### src/logic/twm_defines.vh
`ifndef TWM_DEFINES_VH
`define TWM_DEFINES_VH
// Register byte addresses (printed offsets are word aligned)
`define TWM_OFF_CTRL_A   8'h80
`define TWM_OFF_CTRL_B   8'h84
`define TWM_OFF_CMP_A    8'h88
`define TWM_OFF_CMP_B    8'h8c
`define TWM_OFF_CAPTURE  8'h90
`define TWM_OFF_COUNT    8'h94
`define TWM_OFF_FLAGS    8'h98
`define TWM_OFF_PIN_DIR  8'h9c
`define TWM_OFF_TICK_DIV 8'ha0
// Control A fields
`define TWM_CA_ACT_A_HI  7
`define TWM_CA_ACT_A_LO  6
`define TWM_CA_ACT_B_HI  5
`define TWM_CA_ACT_B_LO  4
// Control B fields
`define TWM_CB_SEL_HI    4
`define TWM_CB_SEL_LO    3
// Flag bit positions
`define TWM_FLG_OVF      0
`define TWM_FLG_MATCH_A  1
`define TWM_FLG_MATCH_B  2
// Reset values
`define TWM_RST_CTRL     8'h00
`define TWM_RST_TICK_DIV 16'h0000
// Fixed TOP values
`define TWM_TOP_MAX      16'hffff
`define TWM_TOP_8BIT     16'h00ff
`define TWM_TOP_9BIT     16'h01ff
`define TWM_TOP_10BIT    16'h03ff
// AXI responses
`define TWM_RESP_OKAY    2'b00
`define TWM_RESP_SLVERR  2'b10
`endif

### src/logic/twm_tick_div.v
`timescale 1ns/1ps
// Timer tick generator: one-cycle enable every (div+1) clocks
module twm_tick_div (
  // Clock and reset
  input  wire        clk,
  input  wire        sys_rst,
  // Control
  input  wire        run,
  input  wire [15:0] div,
  // Tick enable out
  output reg         tick
);
  reg [15:0] cnt_q;  // Divider count

  // Counter rolls at div; tick is the clock enable, never a clock
  always @(posedge clk or posedge sys_rst) begin
    if (sys_rst) begin
      cnt_q <= 16'h0000;
      tick  <= 1'b0;
    end else if (!run) begin
      cnt_q <= 16'h0000;
      tick  <= 1'b0;
    end else if (cnt_q >= div) begin
      cnt_q <= 16'h0000;
      tick  <= 1'b1;
    end else begin
      cnt_q <= cnt_q + 16'h0001;
      tick  <= 1'b0;
    end
  end
endmodule

### src/logic/twm_wave_out.v
`timescale 1ns/1ps
// One compare-output channel: decodes action code per mode class
module twm_wave_out (
  // Clock and reset
  input  wire       clk,
  input  wire       sys_rst,
  // Mode class and action code
  input  wire       is_fast,
  input  wire       is_dual,
  input  wire       toggle_ok,
  input  wire [1:0] action,
  // Events match, at_bottom, at_top qualified by the tick; direction and compare levels are not
  input  wire       match,
  input  wire       match_up,
  input  wire       at_bottom,
  input  wire       cmp_is_top,
  input  wire       cmp_is_zero,
  input  wire       at_top,
  // Pin direction and waveform
  input  wire       dir_out,
  output reg        wave,
  output wire       pin_oe,
  output wire       pin_override
);
  assign pin_override = |action;
  assign pin_oe = pin_override & dir_out;

  // Waveform register update
  always @(posedge clk or posedge sys_rst) begin
    if (sys_rst) begin
      wave <= 1'b0;
    end else if (is_fast) begin
      if (action == 2'b01) begin
        if (toggle_ok && match)
          wave <= ~wave;
      end else if (action[1]) begin
        if (match && !cmp_is_top)
          wave <= action[0];
        else if (at_bottom)
          wave <= ~action[0];
      end
    end else if (is_dual) begin
      if (action == 2'b01) begin
        if (toggle_ok && match)
          wave <= ~wave;
      end else if (action[1]) begin
        // clear action: compare at BOTTOM holds low, at TOP holds high; set action the reverse
        if (cmp_is_zero && at_bottom)
          wave <= action[0];
        else if (cmp_is_top && at_top)
          wave <= ~action[0];
        else if (match)
          wave <= match_up ? action[0] : ~action[0];
      end
    end else begin
      if (match) begin
        case (action)
          2'b01:   wave <= ~wave;
          2'b10:   wave <= 1'b0;
          2'b11:   wave <= 1'b1;
          default: wave <= wave;
        endcase
      end
    end
  end
endmodule

### src/logic/twm_timer16_wave.v
`timescale 1ns/1ps
// What this block does
// - Tick is clock enable, single clock
// - Freq-correct loads compare at BOTTOM
// - Nonzero action overrides pin control
// - Pin driven only if direction output
// - Non-PWM: off, toggle, clear, set
// - Fast PWM toggle only A, modes 14/15
// - Fast PWM clear/set match, opposite at BOTTOM
// - Fast PWM compare==TOP ignores match
// - Dual-slope toggle only A, modes 9/11
// - Dual-slope up/down match actions opposite
// - Mode select split across A and B
// - Modes 0,4,12 immediate, overflow at MAX
// - Modes 1-3 fixed TOP, dual slope
// - Modes 5-7 fast PWM fixed TOP
// - Modes 8,9 load and overflow at BOTTOM
// - Modes 10,11 load TOP, overflow BOTTOM
// - Dual slope extremes hold output level
// - Counter holds TOP one tick
`include "twm_defines.vh"
module twm_timer16_wave (
  // Clock and reset
  input  wire        clk,
  input  wire        sys_rst,
  // AXI4-Lite write address
  input  wire [7:0]  s_axi_awaddr,
  input  wire        s_axi_awvalid,
  output wire        s_axi_awready,
  // AXI4-Lite write data
  input  wire [31:0] s_axi_wdata,
  input  wire [3:0]  s_axi_wstrb,
  input  wire        s_axi_wvalid,
  output wire        s_axi_wready,
  // AXI4-Lite write response
  output reg  [1:0]  s_axi_bresp,
  output reg         s_axi_bvalid,
  input  wire        s_axi_bready,
  // AXI4-Lite read address
  input  wire [7:0]  s_axi_araddr,
  input  wire        s_axi_arvalid,
  output wire        s_axi_arready,
  // AXI4-Lite read data
  output reg  [31:0] s_axi_rdata,
  output reg  [1:0]  s_axi_rresp,
  output reg         s_axi_rvalid,
  input  wire        s_axi_rready,
  // Waveform pins
  output wire        wave_out_a,
  output wire        wave_oe_a,
  output wire        wave_override_a,
  output wire        wave_out_b,
  output wire        wave_oe_b,
  output wire        wave_override_b
);
  // Mode classes
  localparam CLS_NORMAL = 2'd0;
  localparam CLS_FAST   = 2'd1;
  localparam CLS_DUAL   = 2'd2;

  // Software registers
  reg  [7:0]  ctrl_a_q;       // timer_wave_control_a
  reg  [7:0]  ctrl_b_q;       // timer_wave_control_b
  reg  [15:0] cmp_a_buf_q;    // Written compare A
  reg  [15:0] cmp_b_buf_q;    // Written compare B
  reg  [15:0] cmp_a_q;        // Active compare A
  reg  [15:0] cmp_b_q;        // Active compare B
  reg  [15:0] capture_q;      // capture_value
  reg  [15:0] count_q;        // count_value
  reg         down_q;         // Counting down
  reg  [2:0]  flags_q;        // Overflow and match flags
  reg  [1:0]  pin_dir_q;      // Pin direction bits
  reg  [15:0] tick_div_q;     // Tick divisor
  reg         run_q;          // Timer enabled
  reg         block_q;        // Suppress match after count write
  reg         eq_a_q;         // Equality seen, pending tick
  reg         eq_b_q;
  wire        tick;           // Timer tick enable

  wire [3:0] wave_gen_select = {ctrl_b_q[`TWM_CB_SEL_HI:`TWM_CB_SEL_LO], ctrl_a_q[1:0]};

  // Mode class decode
  function [1:0] mode_class;
    input [3:0] m;
    begin
      case (m)
        4'd1, 4'd2, 4'd3, 4'd8, 4'd9, 4'd10, 4'd11: mode_class = CLS_DUAL;
        4'd5, 4'd6, 4'd7, 4'd14, 4'd15:             mode_class = CLS_FAST;
        default:                                    mode_class = CLS_NORMAL;
      endcase
    end
  endfunction

  function [15:0] top_of;
    input [3:0]  m;
    input [15:0] ca;
    input [15:0] cap;
    begin
      case (m)
        4'd1, 4'd5:               top_of = `TWM_TOP_8BIT;
        4'd2, 4'd6:               top_of = `TWM_TOP_9BIT;
        4'd3, 4'd7:               top_of = `TWM_TOP_10BIT;
        4'd4, 4'd9, 4'd11, 4'd15: top_of = ca;
        4'd8, 4'd10, 4'd12, 4'd14: top_of = cap;
        default:                  top_of = `TWM_TOP_MAX;
      endcase
    end
  endfunction

  wire [1:0]  cls      = mode_class(wave_gen_select);
  wire        is_fast  = (cls == CLS_FAST);
  wire        is_dual  = (cls == CLS_DUAL);
  wire        pfc      = (wave_gen_select == 4'd8) || (wave_gen_select == 4'd9);
  // TOP uses the active compare A (buffered in PWM modes)
  wire [15:0] top      = top_of(wave_gen_select, cmp_a_q, capture_q);
  wire        at_top   = (count_q == top);
  wire        at_bot   = (count_q == 16'h0000);
  wire        at_max   = (count_q == `TWM_TOP_MAX);
  // mode 13 falls to normal counting, not guaranteed

  twm_tick_div u_div (
    .clk     (clk),
    .sys_rst (sys_rst),
    .run     (run_q),
    .div     (tick_div_q),
    .tick    (tick)
  );

  // Compare buffer load points
  wire immediate = (cls == CLS_NORMAL);
  // BOTTOM load for freq-correct and fast
  wire load_now  = immediate | (tick & ((is_fast | pfc) ? at_bot : (is_dual & at_top)));

  // Overflow set point per mode
  wire ovf_set = tick & (is_fast ? at_top : (is_dual ? at_bot : at_max));

  // AXI handshake state
  reg         aw_have_q, w_have_q;
  reg  [7:0]  aw_addr_q;
  reg  [31:0] w_data_q;
  reg  [3:0]  w_strb_q;
  assign s_axi_awready = !aw_have_q && !s_axi_bvalid;
  assign s_axi_wready  = !w_have_q && !s_axi_bvalid;
  assign s_axi_arready = !s_axi_rvalid;
  wire        wr_go  = aw_have_q && w_have_q;
  wire        wr_hit = (aw_addr_q >= `TWM_OFF_CTRL_A) && (aw_addr_q <= `TWM_OFF_TICK_DIV) &&
                       (aw_addr_q[1:0] == 2'b00);
  wire [15:0] wd16   = {w_strb_q[1] ? w_data_q[15:8] : 8'h00, w_strb_q[0] ? w_data_q[7:0] : 8'h00};
  wire        wr_cnt = wr_go && (aw_addr_q == `TWM_OFF_COUNT) && w_strb_q[0];
  wire        wr_flg = wr_go && (aw_addr_q == `TWM_OFF_FLAGS) && w_strb_q[0];

  // Write channel capture and response
  always @(posedge clk or posedge sys_rst) begin
    if (sys_rst) begin
      aw_have_q    <= 1'b0;
      w_have_q     <= 1'b0;
      aw_addr_q    <= 8'h00;
      w_data_q     <= 32'h0000_0000;
      w_strb_q     <= 4'h0;
      s_axi_bvalid <= 1'b0;
      s_axi_bresp  <= `TWM_RESP_OKAY;
    end else begin
      if (s_axi_awvalid && s_axi_awready) begin
        aw_have_q <= 1'b1;
        aw_addr_q <= s_axi_awaddr;
      end
      if (s_axi_wvalid && s_axi_wready) begin
        w_have_q <= 1'b1;
        w_data_q <= s_axi_wdata;
        w_strb_q <= s_axi_wstrb;
      end
      if (wr_go) begin
        aw_have_q    <= 1'b0;
        w_have_q     <= 1'b0;
        s_axi_bvalid <= 1'b1;
        s_axi_bresp  <= wr_hit ? `TWM_RESP_OKAY : `TWM_RESP_SLVERR;
      end else if (s_axi_bvalid && s_axi_bready) begin
        s_axi_bvalid <= 1'b0;
      end
    end
  end

  // Register writes; byte lanes 0 and 1, plus lane 2 for the run bit
  always @(posedge clk or posedge sys_rst) begin
    if (sys_rst) begin
      ctrl_a_q    <= `TWM_RST_CTRL;
      ctrl_b_q    <= `TWM_RST_CTRL;
      cmp_a_buf_q <= 16'h0000;
      cmp_b_buf_q <= 16'h0000;
      capture_q   <= 16'h0000;
      pin_dir_q   <= 2'b00;
      tick_div_q  <= `TWM_RST_TICK_DIV;
      run_q       <= 1'b0;
    end else if (wr_go && w_strb_q[0]) begin
      case (aw_addr_q)
        // Bits 3:2 read only zero
        `TWM_OFF_CTRL_A:   ctrl_a_q <= w_data_q[7:0] & 8'hf3;
        // Only selector bits kept here
        `TWM_OFF_CTRL_B:   ctrl_b_q <= w_data_q[7:0] & 8'h18;
        `TWM_OFF_CMP_A:    cmp_a_buf_q <= wd16;
        `TWM_OFF_CMP_B:    cmp_b_buf_q <= wd16;
        `TWM_OFF_CAPTURE:  capture_q <= wd16;
        `TWM_OFF_PIN_DIR:  pin_dir_q <= w_data_q[1:0];
        `TWM_OFF_TICK_DIV: begin
          tick_div_q <= wd16;
          run_q      <= w_data_q[16] & w_strb_q[2];
        end
        default: ;
      endcase
    end
  end

  // Compare double buffer transfer
  always @(posedge clk or posedge sys_rst) begin
    if (sys_rst) begin
      cmp_a_q <= 16'h0000;
      cmp_b_q <= 16'h0000;
    end else if (load_now) begin
      cmp_a_q <= cmp_a_buf_q;
      cmp_b_q <= cmp_b_buf_q;
    end
  end

  // Counter sequencing
  always @(posedge clk or posedge sys_rst) begin
    if (sys_rst) begin
      count_q <= 16'h0000;
      down_q  <= 1'b0;
    end else if (wr_cnt) begin
      count_q <= wd16;
    end else if (tick) begin
      if (is_dual) begin
        // TOP held one tick, then reverse
        if (!down_q && at_top) begin
          // Step off TOP at once so it shows for one tick only
          down_q  <= 1'b1;
          count_q <= count_q - 16'h0001;
        end else if (down_q && at_bot) begin
          down_q  <= 1'b0;
          count_q <= 16'h0001;
        end else if (down_q) begin
          count_q <= count_q - 16'h0001;
        end else begin
          count_q <= count_q + 16'h0001;
        end
      end else begin
        down_q  <= 1'b0;
        count_q <= at_top ? 16'h0000 : count_q + 16'h0001;
      end
    end
  end

  // equality latched, flag on next tick
  always @(posedge clk or posedge sys_rst) begin
    if (sys_rst) begin
      eq_a_q  <= 1'b0;
      eq_b_q  <= 1'b0;
      block_q <= 1'b0;
    end else if (wr_cnt) begin
      // Count write blocks the next match
      block_q <= 1'b1;
      eq_a_q  <= 1'b0;
      eq_b_q  <= 1'b0;
    end else if (tick) begin
      block_q <= 1'b0;
      eq_a_q  <= !block_q && (count_q == cmp_a_q);
      eq_b_q  <= !block_q && (count_q == cmp_b_q);
    end
  end
  wire match_a = tick & eq_a_q;
  wire match_b = tick & eq_b_q;

  // Flags: set wins over write-one-to-clear
  always @(posedge clk or posedge sys_rst) begin
    if (sys_rst) begin
      flags_q <= 3'b000;
    end else begin
      flags_q <= (flags_q & ~(wr_flg ? w_data_q[2:0] : 3'b000)) | {match_b, match_a, ovf_set};
    end
  end

  // Channel outputs; B never toggles in PWM
  twm_wave_out u_ch_a (
    .clk          (clk),
    .sys_rst      (sys_rst),
    .is_fast      (is_fast),
    .is_dual      (is_dual),
    .toggle_ok    (wave_gen_select == 4'd14 || wave_gen_select == 4'd15 ||
                   wave_gen_select == 4'd9 || wave_gen_select == 4'd11),
    .action       (ctrl_a_q[`TWM_CA_ACT_A_HI:`TWM_CA_ACT_A_LO]),
    .match        (match_a),
    .match_up     (!down_q),
    .at_bottom    (tick & at_bot),
    .cmp_is_top   (cmp_a_q == top),
    .cmp_is_zero  (cmp_a_q == 16'h0000),
    .at_top       (tick & at_top),
    .dir_out      (pin_dir_q[0]),
    .wave         (wave_out_a),
    .pin_oe       (wave_oe_a),
    .pin_override (wave_override_a)
  );
  twm_wave_out u_ch_b (
    .clk          (clk),
    .sys_rst      (sys_rst),
    .is_fast      (is_fast),
    .is_dual      (is_dual),
    .toggle_ok    (1'b0),
    .action       (ctrl_a_q[`TWM_CA_ACT_B_HI:`TWM_CA_ACT_B_LO]),
    .match        (match_b),
    .match_up     (!down_q),
    .at_bottom    (tick & at_bot),
    .cmp_is_top   (cmp_b_q == top),
    .cmp_is_zero  (cmp_b_q == 16'h0000),
    .at_top       (tick & at_top),
    .dir_out      (pin_dir_q[1]),
    .wave         (wave_out_b),
    .pin_oe       (wave_oe_b),
    .pin_override (wave_override_b)
  );

  // Read channel: one-cycle registered answer
  always @(posedge clk or posedge sys_rst) begin
    if (sys_rst) begin
      s_axi_rvalid <= 1'b0;
      s_axi_rdata  <= 32'h0000_0000;
      s_axi_rresp  <= `TWM_RESP_OKAY;
    end else if (s_axi_arvalid && s_axi_arready) begin
      s_axi_rvalid <= 1'b1;
      s_axi_rresp  <= `TWM_RESP_OKAY;
      case (s_axi_araddr)
        `TWM_OFF_CTRL_A:   s_axi_rdata <= {24'h000000, ctrl_a_q};
        `TWM_OFF_CTRL_B:   s_axi_rdata <= {24'h000000, ctrl_b_q};
        `TWM_OFF_CMP_A:    s_axi_rdata <= {16'h0000, cmp_a_buf_q};
        `TWM_OFF_CMP_B:    s_axi_rdata <= {16'h0000, cmp_b_buf_q};
        `TWM_OFF_CAPTURE:  s_axi_rdata <= {16'h0000, capture_q};
        `TWM_OFF_COUNT:    s_axi_rdata <= {16'h0000, count_q};
        `TWM_OFF_FLAGS:    s_axi_rdata <= {29'h0000000, flags_q};
        `TWM_OFF_PIN_DIR:  s_axi_rdata <= {30'h0000000, pin_dir_q};
        `TWM_OFF_TICK_DIV: s_axi_rdata <= {15'h000, run_q, tick_div_q};
        default: begin
          s_axi_rdata <= 32'h0000_0000;
          s_axi_rresp <= `TWM_RESP_SLVERR;
        end
      endcase
    end else if (s_axi_rvalid && s_axi_rready) begin
      s_axi_rvalid <= 1'b0;
    end
  end
endmodule

### config.mk
export PLATFORM = sky130hd
export DESIGN_NAME = twm_timer16_wave
export DESIGN_NICKNAME = d
export VERILOG_FILES = /design/src/logic/twm_tick_div.v /design/src/logic/twm_wave_out.v /design/src/logic/twm_timer16_wave.v
export VERILOG_INCLUDE_DIRS = /design/src /design/src/logic
export SDC_FILE = /design/constraint.sdc
export NUM_CORES = 1
export LEC_CHECK = 0
export BUFFER_PORTS_ARGS = -buffer_cell sky130_fd_sc_hd__buf_4
export CAP_MARGIN = 15
export CELL_PAD_IN_SITES_DETAIL_PLACEMENT = 1
export CELL_PAD_IN_SITES_GLOBAL_PLACEMENT = 2
export CORE_MARGIN = 2
export CORE_UTILIZATION = 38
export CTS_CLUSTER_DIAMETER = 40
export DETAILED_ROUTE_END_ITERATION = 7
export GPL_TIMING_DRIVEN = 0
export PLACE_DENSITY_LB_ADDON = 0.1
export SLEW_MARGIN = 20
export SYNTH_ARGS = -nofsm -noshare
export SYNTH_HDL_FRONTEND = slang
export SYNTH_SLANG_ARGS = --single-unit
### constraint.sdc
create_clock -name clk -period 8.7 [get_ports clk]
set_clock_uncertainty 0.2 [all_clocks]
set_input_delay 0.87 -clock clk [delete_from_list [all_inputs] [get_ports clk]]
set_output_delay 0.87 -clock clk [all_outputs]
set_load 0.02 [all_outputs]
==> flow_summary.yaml <==
power:
  leakage_nw: 6.25
  finalPower_w: 0.00310
  cellPowerDensity_nw_per_um2: 219
  ir_drop_uv: 155
cells_and_area:
  nets: 1551
  final_area_sq_um: 14200
  area_growth_pct: 15.1
  final_cell_mix: "200 x dfrtp_1, 177 x nand2_1, 105 x o21ai_0, 91 x buf_4, 74 x nor2_1"
  drive_gt1_share_pct: 16.7
  layout_commonest_cell: "dfrtp_1"
yosys:
  synthArstFlopShare_pct: 100
  synth_cells: 1361
  ys_ff_latch: 200
  synth-simple-area-share_pct: 17.6
  synth_fa_ha_area_share_pct: 2.23
  synth_xor_xnor_area_share_pct: 5.32
  yosys-mux-area-fraction_pct: 8.62
  syn_area_sq_um: 12300
  synth-edff-count: 0
  yosysWarningCount: 0
  ys_types: 88
  seq_area_frac_synth_pct: 40.6
  synth_compound_area_share_pct: 19.6
  syn_avg_cell_area_sq_um: 9.07
  synth_top_family_by_area: "compound AO/OA/AOI/OAI gates"
  synthFlopType: "dfrtp_1"
cts:
  cts_setup_buffers: 0
  hold_buffers: 0
  cts_resized: 0
  htreeDepth: 4
  clk_latency_ns: 0.45
  tritoncts: "done"
  cts.path.max_buffers: 2
  numCtsBuffers: 17
  root_buffer: "clkbuf_16"
  clock-sinks: 200
  path_clk_slew_ns: 0.09
setup_path:
  rr_endpoint: "count_q[14]$_DFFE_PP0P_"
  slowest_stage: "clkbuf_1"
  reg2reg_depth: 12
  crit_top_cell: "clkbuf_1"
  critPathKind: "reg -> reg"
  path_buf_inv: 3
  cp_top_family: "simple AND/OR/NAND/NOR gates"
  cp-start-kind: "flip-flop"
  cp_data_arrival_time_ns: 5.02
  reg2reg_slack_ns: 3.82
  max_stage_delay_ns: 0.65
  path_max_fanout: 10
  cp-end-kind: "flip-flop"
  cp_cell_sequence: "clkbuf_1, inv_1, a31oi_1, a21boi_0, nor4_1, nand4_1, nor3_4, nand2b_1, clkbuf_1, o221ai_1, o211ai_1, o21ai_1"
  cp_data_required_time_ns: 8.83
  rr_startpoint: "ctrl_a_q[1]$_DFFE_PP0P_"
floorplanning:
  coreArea_sq_um: 31800
  die_w_um: 184
  die_area_sq_um: 33900
  rows: 65
  die_h_um: 184
  ios: 106
  start_util_pct: 38.8
detailed_routing:
  ant_nets: 0
  firstDrtPassIters: 8
  drc: 0
  drtIter0Drc: 1013
  wl_per_cell_um: 25.7
  vias: 11300
  routed_wl_um: 49300
  vias_per_cell: 5.88
grt:
  antenna_found_initial: 2
  grt_pass1_wl_um: 74400
  grt_max_degree: 98
  track_usage_pct: 29.9
  grt_overflow: 0
  grt_pass1_vias: 11400
placed_design:
  dp_hpwl_um: 37500
  place_congestion: 0.934
  portBuffers: 71
  placed_cell_area_sq_um: 13600
timing:
  post-route-period-util_pct: 56.1
  min_period_ns: 4.88
  hold_viol: 0
  slew_headroom_pct: 23.8
  max_freq_ghz: 0.205
  rsz0062_at_grt: "false"
  hold_slack_ns: 0.116
  tightest_slew_ns: 1.13
  report.final.setup_viol: 0
  maxSlewViolCount: 0
hold_path:
  worstHoldPathType: "in -> async"
status:
  status: "finished clean"
flow_run:
  drv_cap: 0
through the flow:
step | setup TNS [ns] | std cells | utilization (%) | setup WS (ns)
after floorplan | 0 | 1377 | - | 2.18
after global placement | -84.40 | 1883 | 42.4 | -0.442
after detailed placement | 0 | 1886 | 42.7 | 4.02
after CTS | 0 | 1918 | 44.7 | 4.01
after global routing | 0 | 1918 | 44.7 | 3.54
final | 0 | 1919 | 44.7 | 3.82
power breakdown:
part           total, W  switching (W)  leakage [nW]  internal, W
Sequential      0.00118       0.000135          2.71      0.00105
Combinational   0.00106       0.000684          3.23     0.000377
Clock          0.000861       0.000436         0.309     0.000425
Total           0.00310        0.00125          6.25      0.00185
logic make-up after synthesis:
kind of cell    count (synthesis)
buf+inv                       168
xor+xnor                       75
simple gates                  444
flops                         200
mux                            85
other cells                     1
compound gates                366
fa+ha+maj                      22
layout make-up:
class | count | area, sq um
diodes | 1 | 2.50
plain buffers | 110 | 527
clock buffers | 17 | 425
clock inverters | 15 | 210
fillers | 3730 | 17600
inverters | 58 | 225
multi-input cells | 1009 | 6670
flip-flops and latches | 200 | 5000
well taps | 435 | 544
repair buffers | 74 | 593
per-layer routing:
metal | GRT usage [%] | part of all wire [%] | vias up
met4 | 12.0 | 3.9 | 2
li1 | - | - | 5072
met2 | 44.4 | 44 | 411
met5 | 0 | 0.016 | -
met1 | 41.8 | 45 | 5727
met3 | 7.35 | 7.6 | 81
worst max path at each step:
stage | startpoint | to | slack [ns] | cells past startpoint
after floorplan | sys_rst | aw_addr_q[0]$_DFFE_PP0P_ | 2.18 | 1
after global placement | sys_rst | cmp_b_buf_q[10]$_DFFE_PP0P_ | -0.44 | 2
after detailed placement | ctrl_a_q[1]$_DFFE_PP0P_ | count_q[14]$_DFFE_PP0P_ | 4.02 | 12
after CTS | ctrl_a_q[1]$_DFFE_PP0P_ | cmp_a_q[5]$_DFFE_PP0P_ | 4.01 | 11
after global routing | ctrl_a_q[1]$_DFFE_PP0P_ | count_q[14]$_DFFE_PP0P_ | 3.54 | 12
final | ctrl_a_q[1]$_DFFE_PP0P_ | count_q[14]$_DFFE_PP0P_ | 3.82 | 12
sequential cells by signal, summed over array words and instances (netlist names), 2 cells and up:
signal,count
capture_q,16
w_strb_q,3
cmp_a_buf_q,16
pin_dir_q,2
tick_div_q,16
cmp_b_buf_q,16
aw_addr_q,8
u_div.cnt_q,16
s_axi_rdata,17
cmp_b_q,16
w_data_q,17
ctrl_a_q,6
cmp_a_q,16
flags_q,3
count_q,16
ctrl_b_q,2
worst reg2reg max path, stage by stage, from the launching register on:
cell      delay, ns
dfrtp_1        0.46
clkbuf_1       0.65
inv_1          0.28
a31oi_1        0.32
a21boi_0       0.13
nor4_1         0.61
nand4_1        0.48
nor3_4         0.46
nand2b_1       0.16
clkbuf_1       0.36
o221ai_1       0.33
o211ai_1       0.21
o21ai_1        0.10
cell usage after synthesis (9+ instances only):
master      n  area [sq um]
o21ai_1    19          95.1
and3_1     17           106
inv_1      54           203
xnor2_1    24           210
a31oi_1    14          87.6
nor2_1     74           278
mux2_4     31           465
nor3_1     27           135
nor4_1     22           138
ha_1       22           275
xor2_1     51           447
buf_2      13          65.1
o21ai_0   105           526
nand2b_1   14          87.6
a21o_1     16           120
a222oi_1   10           100
clkbuf_1   69           259
o221ai_1   10          87.6
a21oi_1    67           335
nand2_1   177           664
mux2_2     44           495
nand3_1    43           215
a22oi_1    22           165
a211oi_1   10          75.1
nand4_1     9          56.3
buf_4      20           150
dfrtp_1   200          5000
or3_1      10          62.6
o22ai_1    14          87.6
Note: power is estimated with default switching activity, not from simulation.
